## src/design/fill_err_consts.svh

```systemverilog
// Constants for the fill error syndrome and backup tag capture block.
// Assumes inclusion by the package and by every design file that needs them.
`ifndef FILL_ERR_CONSTS_SVH
`define FILL_ERR_CONSTS_SVH
`define SYN_W 14
`define LW_W 32
`define QW_W 64
`define CHK_W 7
`define TAG_W 16
`define TAG_FIELD_LSB 5
`define RD_W 16
`define SEL_FILL_SYN 2'h0
`define SEL_FILL_ADDR 2'h1
`define SEL_TAG 2'h2
`define SEL_FILL_STAT 2'h3
`define SYN_NONE 7'h00
`define SYN_BAD_SYS 7'h1F
`define PAR_LO_BIT 0
`define PAR_HI_BIT 7
`define STAT_EDC_BIT 0
`define STAT_PAR_BIT 1
`define STAT_IRD_BIT 2
`define STAT_QW_LSB 3
`define STAT_LOCK_BIT 5
`define RST_SYN 14'h0000
`define RST_TAG 16'h0000
`endif

```

## src/design/fill_err_pkg.sv

```systemverilog
// Types shared by the fill error block and its helpers.
// Assumes the constants header is on the include path.
`include "fill_err_consts.svh"
package fill_err_pkg;
    typedef logic [`CHK_W-1:0] syndrome_t;
    typedef logic [`TAG_W-1:0] tag_word_t;
    typedef enum logic [1:0] {
        RD_IDLE = 2'b01,
        RD_ANSWER = 2'b10
    } rd_state_t;

    // Syndrome produced by a single flipped data bit
    function automatic syndrome_t data_bit_code(input logic [4:0] idx);
        syndrome_t c;
        c = 7'h00;
        unique case (idx)
            5'h00: c = 7'h4F;
            5'h01: c = 7'h4A;
            5'h02: c = 7'h52;
            5'h03: c = 7'h54;
            5'h04: c = 7'h57;
            5'h05: c = 7'h58;
            5'h06: c = 7'h5B;
            5'h07: c = 7'h5D;
            5'h08: c = 7'h23;
            5'h09: c = 7'h25;
            5'h0A: c = 7'h26;
            5'h0B: c = 7'h29;
            5'h0C: c = 7'h2A;
            5'h0D: c = 7'h2C;
            5'h0E: c = 7'h31;
            5'h0F: c = 7'h34;
            5'h10: c = 7'h0E;
            5'h11: c = 7'h0B;
            5'h12: c = 7'h13;
            5'h13: c = 7'h15;
            5'h14: c = 7'h16;
            5'h15: c = 7'h19;
            5'h16: c = 7'h1A;
            5'h17: c = 7'h1C;
            5'h18: c = 7'h62;
            5'h19: c = 7'h64;
            5'h1A: c = 7'h67;
            5'h1B: c = 7'h68;
            5'h1C: c = 7'h6B;
            5'h1D: c = 7'h6D;
            5'h1E: c = 7'h70;
            5'h1F: c = 7'h75;
        endcase
        return c;
    endfunction : data_bit_code
endpackage : fill_err_pkg

```

## src/design/edc_check_gen.sv

```systemverilog
// Check bit generator for one longword.
// Assumes purely combinational use; the caller registers the result.
`timescale 1ns/10ps
module edc_check_gen
    import fill_err_pkg::*;
(
    // Data in
    input wire logic [`LW_W-1:0] data_i,
    // Check bits out
    output syndrome_t check_o
);
    // Each data bit folds its own column code in, so a flipped bit yields exactly that code
    always_comb begin
        check_o = 7'h00;
        for (int i = 0; i < `LW_W; i++) begin
            if (data_i[i]) begin
                check_o = check_o ^ data_bit_code(5'(i));
            end
        end
    end
endmodule : edc_check_gen

```

## src/design/backup_tag_capture.sv

```systemverilog
// Backup tag capture register with lock and serial read-out.
// Assumes the caller sequences reads, so shift pulses never run back to back.
`timescale 1ns/10ps
module backup_tag_capture
    import fill_err_pkg::*;
(
    // Clock and reset
    input wire logic clk_sys_i,
    input wire logic reset_n_i,
    input wire logic clk_en_i,
    // Probe side
    input wire logic probe_valid_i,
    input wire tag_word_t probe_tag_i,
    input wire tag_word_t mask_i,
    // Control
    input wire logic lock_req_i,
    input wire logic unlock_i,
    input wire logic shift_i,
    // State out
    output tag_word_t tag_o,
    output logic locked_o
);
    tag_word_t tag_r;
    tag_word_t tag_nxt;
    logic locked_r;
    logic locked_nxt;

    assign tag_nxt = shift_i ? (tag_r >> 1) :
                     (probe_valid_i && !locked_r) ? (probe_tag_i & mask_i) :
                     tag_r;
    // Lock beats a same-cycle unlock, so an error is never lost
    assign locked_nxt = lock_req_i ? 1'b1 : (unlock_i ? 1'b0 : locked_r);

    always_ff @(posedge clk_sys_i or negedge reset_n_i) begin
        if (!reset_n_i) begin
            tag_r <= `RST_TAG;
            locked_r <= 1'b0;
        end else if (clk_en_i) begin
            tag_r <= tag_nxt;
            locked_r <= locked_nxt;
        end
    end

    assign tag_o = tag_r;
    assign locked_o = locked_r;
endmodule : backup_tag_capture

```

## src/design/fill_error_syndrome_capture.sv

```systemverilog
// Fill error syndrome capture and backup tag capture, top level.
// Assumes all inputs come from core logic on clk_sys_i; register access
// is by single-cycle processor register read and write strobes.
`timescale 1ns/10ps
module fill_error_syndrome_capture
    import fill_err_pkg::*;
(
    // Clock, reset, enable
    input wire logic clk_sys_i,
    input wire logic reset_n_i,
    input wire logic clk_en_i,
    // Configuration from bus unit control
    input wire logic edc_mode_i,
    input wire logic [1:0] external_cache_size_field_i,
    // Fill path
    input wire logic fill_valid_i,
    input wire logic [`QW_W-1:0] fill_data_i,
    input wire logic [`SYN_W-1:0] fill_check_i,
    input wire logic [1:0] fill_quadword_index_i,
    input wire logic fill_last_i,
    input wire logic fill_icache_i,
    input wire logic fill_req_i,
    // Store path
    input wire logic store_valid_i,
    input wire logic [`QW_W-1:0] store_data_i,
    // Backup tag probe
    input wire logic probe_valid_i,
    input wire tag_word_t probe_tag_i,
    input wire logic tag_par_err_i,
    input wire logic tag_ctl_par_err_i,
    // Processor register access
    input wire logic processor_register_read_i,
    input wire logic processor_register_write_i,
    input wire logic [1:0] reg_sel_i,
    // Machine check handshake
    input wire logic mchk_ack_i,
    // Cache write
    output logic cache_wr_o,
    output logic cache_wr_icache_o,
    output logic cache_wr_valid_o,
    output logic [1:0] cache_wr_qw_o,
    output logic [`QW_W-1:0] cache_wr_data_o,
    output logic [`SYN_W-1:0] cache_wr_check_o,
    // Register file write
    output logic regfile_wr_o,
    output logic [`QW_W-1:0] regfile_data_o,
    // Store check bits
    output logic store_check_valid_o,
    output logic [`SYN_W-1:0] store_check_o,
    // Machine check
    output logic mchk_o,
    output logic exec_hold_o,
    // Register read answer
    output logic reg_rd_valid_o,
    output logic [`RD_W-1:0] reg_rd_data_o,
    // Status
    output logic syn_locked_o,
    output logic tag_locked_o,
    output logic syn_invalid_o,
    output logic [6:0] err_pos_lo_o,
    output logic [6:0] err_pos_hi_o
);
    // Decode a syndrome to {found, is_check, bit index}
    function automatic logic [6:0] locate_bit(input syndrome_t s);
        logic [6:0] r;
        r = 7'h00;
        for (int i = 0; i < `CHK_W; i++) begin
            if (s == syndrome_t'(7'h01 << i)) begin
                r = {2'b11, 5'(i)};
            end
        end
        for (int i = 0; i < `LW_W; i++) begin
            if (s == data_bit_code(5'(i))) begin
                r = {2'b10, 5'(i)};
            end
        end
        return r;
    endfunction : locate_bit

    syndrome_t gen_lo;
    syndrome_t gen_hi;
    syndrome_t st_lo;
    syndrome_t st_hi;
    syndrome_t syn_lo;
    syndrome_t syn_hi;
    logic par_bad_lo;
    logic par_bad_hi;
    logic edc_err;
    logic par_err;
    logic fill_err;
    logic syn_unlock;
    logic capture;
    logic [`SYN_W-1:0] syn_r;
    logic [`SYN_W-1:0] syn_nxt;
    logic syn_locked_r;
    logic syn_locked_nxt;
    logic stat_edc_r;
    logic stat_par_r;
    logic stat_ird_r;
    logic [1:0] stat_qw_r;
    logic hold_r;
    logic hold_nxt;
    rd_state_t rd_state_r;
    rd_state_t rd_state_nxt;
    logic [1:0] rd_sel_r;
    logic rd_take;
    logic rd_done;
    logic tag_shift;
    logic tag_unlock;
    logic tag_lock;
    tag_word_t tag_val;
    tag_word_t tag_mask;
    logic tag_locked;
    logic [`RD_W-1:0] rd_data_nxt;
    logic [`RD_W-1:0] stat_word;
    logic [4:0] unused_cnt;

    edc_check_gen u_gen_lo (.data_i(fill_data_i[`LW_W-1:0]), .check_o(gen_lo));
    edc_check_gen u_gen_hi (.data_i(fill_data_i[`QW_W-1:`LW_W]), .check_o(gen_hi));
    edc_check_gen u_st_lo (.data_i(store_data_i[`LW_W-1:0]), .check_o(st_lo));
    edc_check_gen u_st_hi (.data_i(store_data_i[`QW_W-1:`LW_W]), .check_o(st_hi));

    // Fill checking, one quadword per beat
    assign syn_lo = gen_lo ^ fill_check_i[`CHK_W-1:0];
    assign syn_hi = gen_hi ^ fill_check_i[`SYN_W-1:`CHK_W];
    assign par_bad_lo = (^fill_data_i[`LW_W-1:0]) ^ fill_check_i[`PAR_LO_BIT];
    assign par_bad_hi = (^fill_data_i[`QW_W-1:`LW_W]) ^ fill_check_i[`PAR_HI_BIT];
    assign edc_err = edc_mode_i && ((syn_lo != `SYN_NONE) || (syn_hi != `SYN_NONE));
    assign par_err = !edc_mode_i && (par_bad_lo || par_bad_hi);
    assign fill_err = fill_valid_i && (edc_err || par_err);

    // Capture while free; a read that frees the lock in the same cycle does not drop the error
    assign capture = fill_err && (!syn_locked_r || syn_unlock);
    assign syn_nxt = !capture ? syn_r :
                     edc_mode_i ? {syn_hi, syn_lo} :
                     {6'h00, par_bad_hi, 6'h00, par_bad_lo};
    assign syn_locked_nxt = capture ? 1'b1 : (syn_unlock ? 1'b0 : syn_locked_r);

    // Execution hold stays up until the vector is taken; a new EDC error wins over the ack
    assign hold_nxt = (fill_valid_i && edc_err) ? 1'b1 : (mchk_ack_i ? 1'b0 : hold_r);

    always_ff @(posedge clk_sys_i or negedge reset_n_i) begin
        if (!reset_n_i) begin
            syn_r <= `RST_SYN;
            syn_locked_r <= 1'b0;
            stat_edc_r <= 1'b0;
            stat_par_r <= 1'b0;
            stat_ird_r <= 1'b0;
            stat_qw_r <= 2'h0;
            hold_r <= 1'b0;
        end else if (clk_en_i) begin
            syn_r <= syn_nxt;
            syn_locked_r <= syn_locked_nxt;
            hold_r <= hold_nxt;
            if (capture) begin
                stat_edc_r <= edc_mode_i;
                stat_par_r <= !edc_mode_i;
                stat_ird_r <= fill_icache_i;
                stat_qw_r <= fill_quadword_index_i;
            end
        end
    end

    // Fill pass-through: block goes in unchanged and is validated even on error
    always_ff @(posedge clk_sys_i or negedge reset_n_i) begin
        if (!reset_n_i) begin
            cache_wr_o <= 1'b0;
            cache_wr_icache_o <= 1'b0;
            cache_wr_valid_o <= 1'b0;
            cache_wr_qw_o <= 2'h0;
            cache_wr_data_o <= '0;
            cache_wr_check_o <= '0;
            regfile_wr_o <= 1'b0;
            regfile_data_o <= '0;
            mchk_o <= 1'b0;
        end else if (clk_en_i) begin
            cache_wr_o <= fill_valid_i;
            cache_wr_icache_o <= fill_icache_i;
            cache_wr_valid_o <= fill_valid_i && fill_last_i;
            cache_wr_qw_o <= fill_quadword_index_i;
            cache_wr_data_o <= fill_data_i;
            cache_wr_check_o <= fill_check_i;
            regfile_wr_o <= fill_valid_i && fill_req_i && !fill_icache_i;
            regfile_data_o <= fill_data_i;
            mchk_o <= fill_valid_i && edc_err;
        end
    end

    // Store check bit generation
    always_ff @(posedge clk_sys_i or negedge reset_n_i) begin
        if (!reset_n_i) begin
            store_check_valid_o <= 1'b0;
            store_check_o <= '0;
        end else if (clk_en_i) begin
            store_check_valid_o <= store_valid_i && edc_mode_i;
            store_check_o <= {st_hi, st_lo};
        end
    end

    // Register reads: a read is taken only from idle, which also spaces tag reads
    assign rd_take = processor_register_read_i && (rd_state_r == RD_IDLE);
    assign rd_done = (rd_state_r == RD_ANSWER);
    always_comb begin
        rd_state_nxt = rd_state_r;
        unique case (rd_state_r)
            RD_IDLE: begin
                if (rd_take) begin
                    rd_state_nxt = RD_ANSWER;
                end
            end
            RD_ANSWER: begin
                rd_state_nxt = RD_IDLE;
            end
            default: begin
                rd_state_nxt = RD_IDLE;
            end
        endcase
    end

    assign syn_unlock = rd_take && (reg_sel_i == `SEL_FILL_ADDR);
    assign tag_shift = rd_done && (rd_sel_r == `SEL_TAG);
    assign tag_unlock = processor_register_write_i && (reg_sel_i == `SEL_TAG);
    assign tag_lock = (probe_valid_i && (tag_par_err_i || tag_ctl_par_err_i)) || fill_err;
    assign unused_cnt = {2'b00, external_cache_size_field_i, 1'b0};
    // Larger caches leave the low tag field bits unused
    assign tag_mask = ~(((16'h0001 << unused_cnt) - 16'h0001) << `TAG_FIELD_LSB);

    backup_tag_capture u_tag (
        .clk_sys_i(clk_sys_i),
        .reset_n_i(reset_n_i),
        .clk_en_i(clk_en_i),
        .probe_valid_i(probe_valid_i),
        .probe_tag_i(probe_tag_i),
        .mask_i(tag_mask),
        .lock_req_i(tag_lock),
        .unlock_i(tag_unlock),
        .shift_i(tag_shift),
        .tag_o(tag_val),
        .locked_o(tag_locked)
    );

    assign stat_word = {10'h000, syn_locked_r, stat_qw_r, stat_ird_r, stat_par_r, stat_edc_r};
    assign rd_data_nxt = (rd_sel_r == `SEL_FILL_SYN) ? {2'b00, syn_r} :
                         (rd_sel_r == `SEL_TAG) ? {15'h0000, tag_val[0]} :
                         (rd_sel_r == `SEL_FILL_STAT) ? stat_word :
                         16'h0000;

    always_ff @(posedge clk_sys_i or negedge reset_n_i) begin
        if (!reset_n_i) begin
            rd_state_r <= RD_IDLE;
            rd_sel_r <= 2'h0;
            reg_rd_valid_o <= 1'b0;
            reg_rd_data_o <= '0;
        end else if (clk_en_i) begin
            rd_state_r <= rd_state_nxt;
            if (rd_take) begin
                rd_sel_r <= reg_sel_i;
            end
            reg_rd_valid_o <= rd_done;
            reg_rd_data_o <= rd_done ? rd_data_nxt : reg_rd_data_o;
        end
    end

    // Status outputs; the invalid flag and bit positions are decoded from the held syndrome
    always_ff @(posedge clk_sys_i or negedge reset_n_i) begin
        if (!reset_n_i) begin
            exec_hold_o <= 1'b0;
            syn_locked_o <= 1'b0;
            tag_locked_o <= 1'b0;
            syn_invalid_o <= 1'b0;
            err_pos_lo_o <= 7'h00;
            err_pos_hi_o <= 7'h00;
        end else if (clk_en_i) begin
            exec_hold_o <= hold_nxt;
            syn_locked_o <= syn_locked_nxt;
            tag_locked_o <= tag_locked;
            syn_invalid_o <= stat_edc_r && ((syn_r[6:0] == `SYN_BAD_SYS)
                             || (syn_r[13:7] == `SYN_BAD_SYS));
            err_pos_lo_o <= stat_edc_r ? locate_bit(syn_r[6:0]) : 7'h00;
            err_pos_hi_o <= stat_edc_r ? locate_bit(syn_r[13:7]) : 7'h00;
        end
    end
endmodule : fill_error_syndrome_capture

```

## config.mk

```make
export PLATFORM = sky130hd
export DESIGN_NAME = fill_error_syndrome_capture
export DESIGN_NICKNAME = d
export VERILOG_FILES = /design/src/design/fill_err_pkg.sv /design/src/design/edc_check_gen.sv /design/src/design/backup_tag_capture.sv /design/src/design/fill_error_syndrome_capture.sv
export VERILOG_INCLUDE_DIRS = /design/src /design/src/design
export SDC_FILE = /design/constraint.sdc
export NUM_CORES = 1
export LEC_CHECK = 0
export BUFFER_PORTS_ARGS = -buffer_cell sky130_fd_sc_hd__buf_2
export CORE_ASPECT_RATIO = 1.75
export CORE_MARGIN = 4
export CORE_UTILIZATION = 45
export CTS_BUF_LIST = sky130_fd_sc_hd__clkbuf_4
export DETAILED_ROUTE_END_ITERATION = 7
export GPL_ROUTABILITY_DRIVEN = 0
export PLACE_DENSITY = 0.72
export SETUP_SLACK_MARGIN = 0.05
export SYNTH_ARGS = -nofsm -noshare
export SYNTH_HDL_FRONTEND = slang
export SYNTH_HIERARCHICAL = 1
export SYNTH_SLANG_ARGS = --single-unit
```

## constraint.sdc

```tcl
create_clock -name clk_sys_i -period 3.9 [get_ports clk_sys_i]
set_input_delay 0.39 -clock clk_sys_i [delete_from_list [all_inputs] [get_ports clk_sys_i]]
set_output_delay 0.39 -clock clk_sys_i [all_outputs]
set_load 0.02 [all_outputs]
```

==> metrics.md <==
| Metric | Value |
|---|---|
| Top area cells in the synthesized netlist | dfrtp_1, xnor2_1, mux2_2 |
| Setup TNS | 0 ns |
| CP Depth | 12 |
| Placeable Area | ~27,000 um^2 |
| Number of setup violations in the final report | 0 |
| Crit-path slowest cell | dlygate4sd3_1 |
| Ratio of cells with drive above 1 in the final layout | 38.4% |
| Post-synthesis cell area | between 10,000 and 15,000 um^2 |
| Yosys Warn Count | 6 |
| Crit Path Max Fanout | 5 |
| Number of global-route vias before repair | roughly 10,000 |
| Hold-fix buffers at CTS | 10 |
| Depth of the CTS H-tree | 4 |
| Antenna-violating nets left | 0 |
| Area share of the leading cell type in the synthesized netlist | a little over a third |
| Die Y | 225 um |
| Most frequent cell after synthesis | xnor2_1 |
| Mapped Avg Cell Area | about 11 um^2 |
| Period utilization | between 80 and 90% |
| Final Skew | approximately 0.015 ns |
| Clk sink count | roughly 170 |
| Cells after Synth | 1,149 |
| FILL cells | 2,398 |
| Tmin final | 3.26 ns |
| Worst Hold Depth | 2 |
| Sequential fraction of the synthesis area | ~36% |
| FF+latch count, synth | around 170 |
| Inst Count DP | ~1,700 |
| Commonest cells in the netlist | xnor2_1, dfrtp_1, mux2_2 |
| Worst-skew pair later-pin latency | around 0.60 ns |
| CP top delay family | XOR/XNOR gates |
| Die area | 29,800 um^2 |
| Rows | about 80 |
| Nets | about 1,600 |
| GR Util All Layers | a little under a quarter |
| Worst rel slew slack | 35.5% |
| Critical path endpoint category | flip-flop |
| Wire length of the first global-routing pass | roughly 53 mm |
| Initial Util | a little under half |
| I/O Pins | around 380 |
| Maximum vdd drop | approximately 0.00027 V |
| Crit path buf inv count | 3 |
| Fin. Hold Viols | 0 |
| Power per Cell Area | around 570 nW/um^2 |
| Area of the multi-input gates | between 7000 and 8000 um^2 |
| CP peak stage delay | roughly 0.53 ns |
| Number of iterations in the first detailed-routing pass | 6 |
| Vias | about 9,500 |
| Leading area contributor after synthesis | dfrtp_1 |
| Root buf cell | clkbuf_4 |
| WL/cell | a little under 20 um |
| Leak | ~6.5 nW |
| Most used flip-flop cell after synthesis | dfrtp_1 |
| Detailed Place HPWL | between 20 and 30 mm |
| Final Util | between 50% and 60% |
| Post-route DRC | 0 |
| Status | finished clean |
| Max-cap violation count | 0 |
| EDFF count, synth | 0 |
| CTS tree | yes |
| Postcts setup bufs | 0 |
| Sequential cell area | 4330 um^2 |
| Worst path most repeated cell | xnor2_1 |
| Startpoint Class | input port |
| Vias per cell | about 5.3 |
| Post_cts resized | 0 |
| Maximum clock rate | 307 MHz |
| Num CTS Buffers | 17 |
| Hold WC Path Type | input port to flip-flop |
| Layout area overhead | 16.3% |
| Unique masters post-synth | 60 |
| DP Area | approximately 14,000 um^2 |
| IO Port Bufs | between 300 and 400 |
| GRT Residual Overflow | 0 |
| RSZ-0062 raised after global routing | no |
| Power Total | slightly above 8 mW |
| Ys async rst share | 100% |
| Routed wire length | ~34 mm |
| Largest net degree at the start of global routing | 107 |
| Cell breakdown of the critical path | dlygate4sd3_1 > buf_2 > xnor3_1 > xnor2_1 > xnor2_1 > xnor2_1 > xnor2_1 > nand4_1 > o31ai_2 > inv_1 > o31a_1 > mux2_4 |
| CP Class | input port to flip-flop |
| Slew Viols, Final | 0 |
| Width of the chip | between 100 and 150 um |
| Worst Max-Slew Pin Slew | roughly 0.97 ns |
| Finished Layout Cells | roughly 1,800 |
| Final Cell Area | around 14,000 um^2 |
| Critical Path AT | 3.76 ns |
| Cell count of the worst reg-to-reg path | 6 |
| CP required | ~4.4 ns |
| Clk buf depth | 2 |
| DR iter-0 viols | approximately 760 |
| Clock transition at the registers of the reported paths | 0.14 ns |
| Initial antenna violation count | 2 |
through the flow:
step           setup WS, ns  hold WS [ns]
6_report              0.642        0.0550
4_1_cts               0.655       0.00301
3_5_place_dp          0.292         0.465
2_1_floorplan         0.516        0.0944
3_3_place_gp          0.310         0.460
5_1_grt               0.524       0.00444
worst register-to-register path, stage by stage (launching register included):
cell       delay (ns)
dfrtp_1          0.93
xor2_1           0.44
o22ai_1          0.16
a32oi_1          0.25
o21ai_0          0.11
a2111oi_0        0.58
o2bb2ai_1        0.10
worst paths after layout:
check / from / endpoint / slack [ns]
max in group asynchronous: reset_n_i / u_tag/tag_o[5]$_DFFE_PN0P_ / 2.37
worst max-delay path: fill_data_i[24] / stat_ird_r$_DFFE_PN0P_ / 0.64
worst min-delay path: fill_check_i[10] / cache_wr_check_o[10]$_DFFE_PN0P_ / 0.06
worst min register to register: reg_rd_data_o[3]$_DFFE_PN0P_ / reg_rd_data_o[3]$_DFFE_PN0P_ / 0.49
worst max register to register: syn_r[9]$_DFFE_PN0P_ / err_pos_hi_o[1]$_DFFE_PN0P_ / 1.22
min in group asynchronous: reset_n_i / cache_wr_check_o[10]$_DFFE_PN0P_ / 0.44
power by group:
group | switching (mW) | internal (mW) | total [mW]
registers | 0.715 | 2.25 | 2.96
clock network | 0.646 | 0.275 | 0.921
logic | 2.30 | 1.95 | 4.25
layer usage:
layer / track usage (%) / part of all wire [%]
met1: 23.8 / 36
met2: 44.8 / 56
met3: 4.11 / 5.5
met4: 7.72 / 2.4
met5: 0 / 0.058
cell type report:
cell class	count	share of cell area [%]
timing repair buffer	395	14.6
clock buffer	21	1.11
tap	324	2.86
sequential	173	30.6
clock inverter	11	0.495
inverter	22	0.584
multi-input combinational	838	49.7
antenna	1	0.0177
kinds of logic after synthesis:
family | synth area share [%]
AND/OR/NAND/NOR | 7.64
flip-flops | 35.6
AO/OA/AOI/OAI | 9.67
buffers and inverters | 6.82
XOR/XNOR | 28.4
multiplexers | 11.7
adder cells (fa/ha/maj) | 0.103
other | 0.0617
placed cells by master (no fill, tap or decap), types with 5 or more instances in the layout:
cell type and instances:
dfrtp_1 172, o32ai_1 8, a31oi_1 6, o22ai_1 9
mux2_2 110, a22oi_1 8, clkbuf_4 21, xor2_1 52
xnor3_1 32, a21oi_1 26, nand3_1 9, nor4_1 5
conb_1 10, dlygate4sd3_1 11, inv_1 22, xnor2_2 9
a32oi_1 7, o21ai_0 52, o2bb2ai_1 12, nand2_1 81
nor2b_1 8, nand2b_1 12, nor3_1 22, nor2_1 40
xnor2_1 232, mux2_4 12, buf_4 10, a22o_1 9
buf_2 373
sequential cells by signal (all words and copies together) (netlist names), 2 cells and up:
name	cells
reg_rd_data_o	14
err_pos_lo_o	7
err_pos_hi_o	7
rd_sel_r	2
cache_wr_check_o	14
cache_wr_qw_o	2
rd_state_r	2
stat_qw_r	2
syn_r	14
u_tag/tag_o	16
store_check_o	14
regfile_data_o	64
No activity file was read; power rests on OpenSTA's default activity.
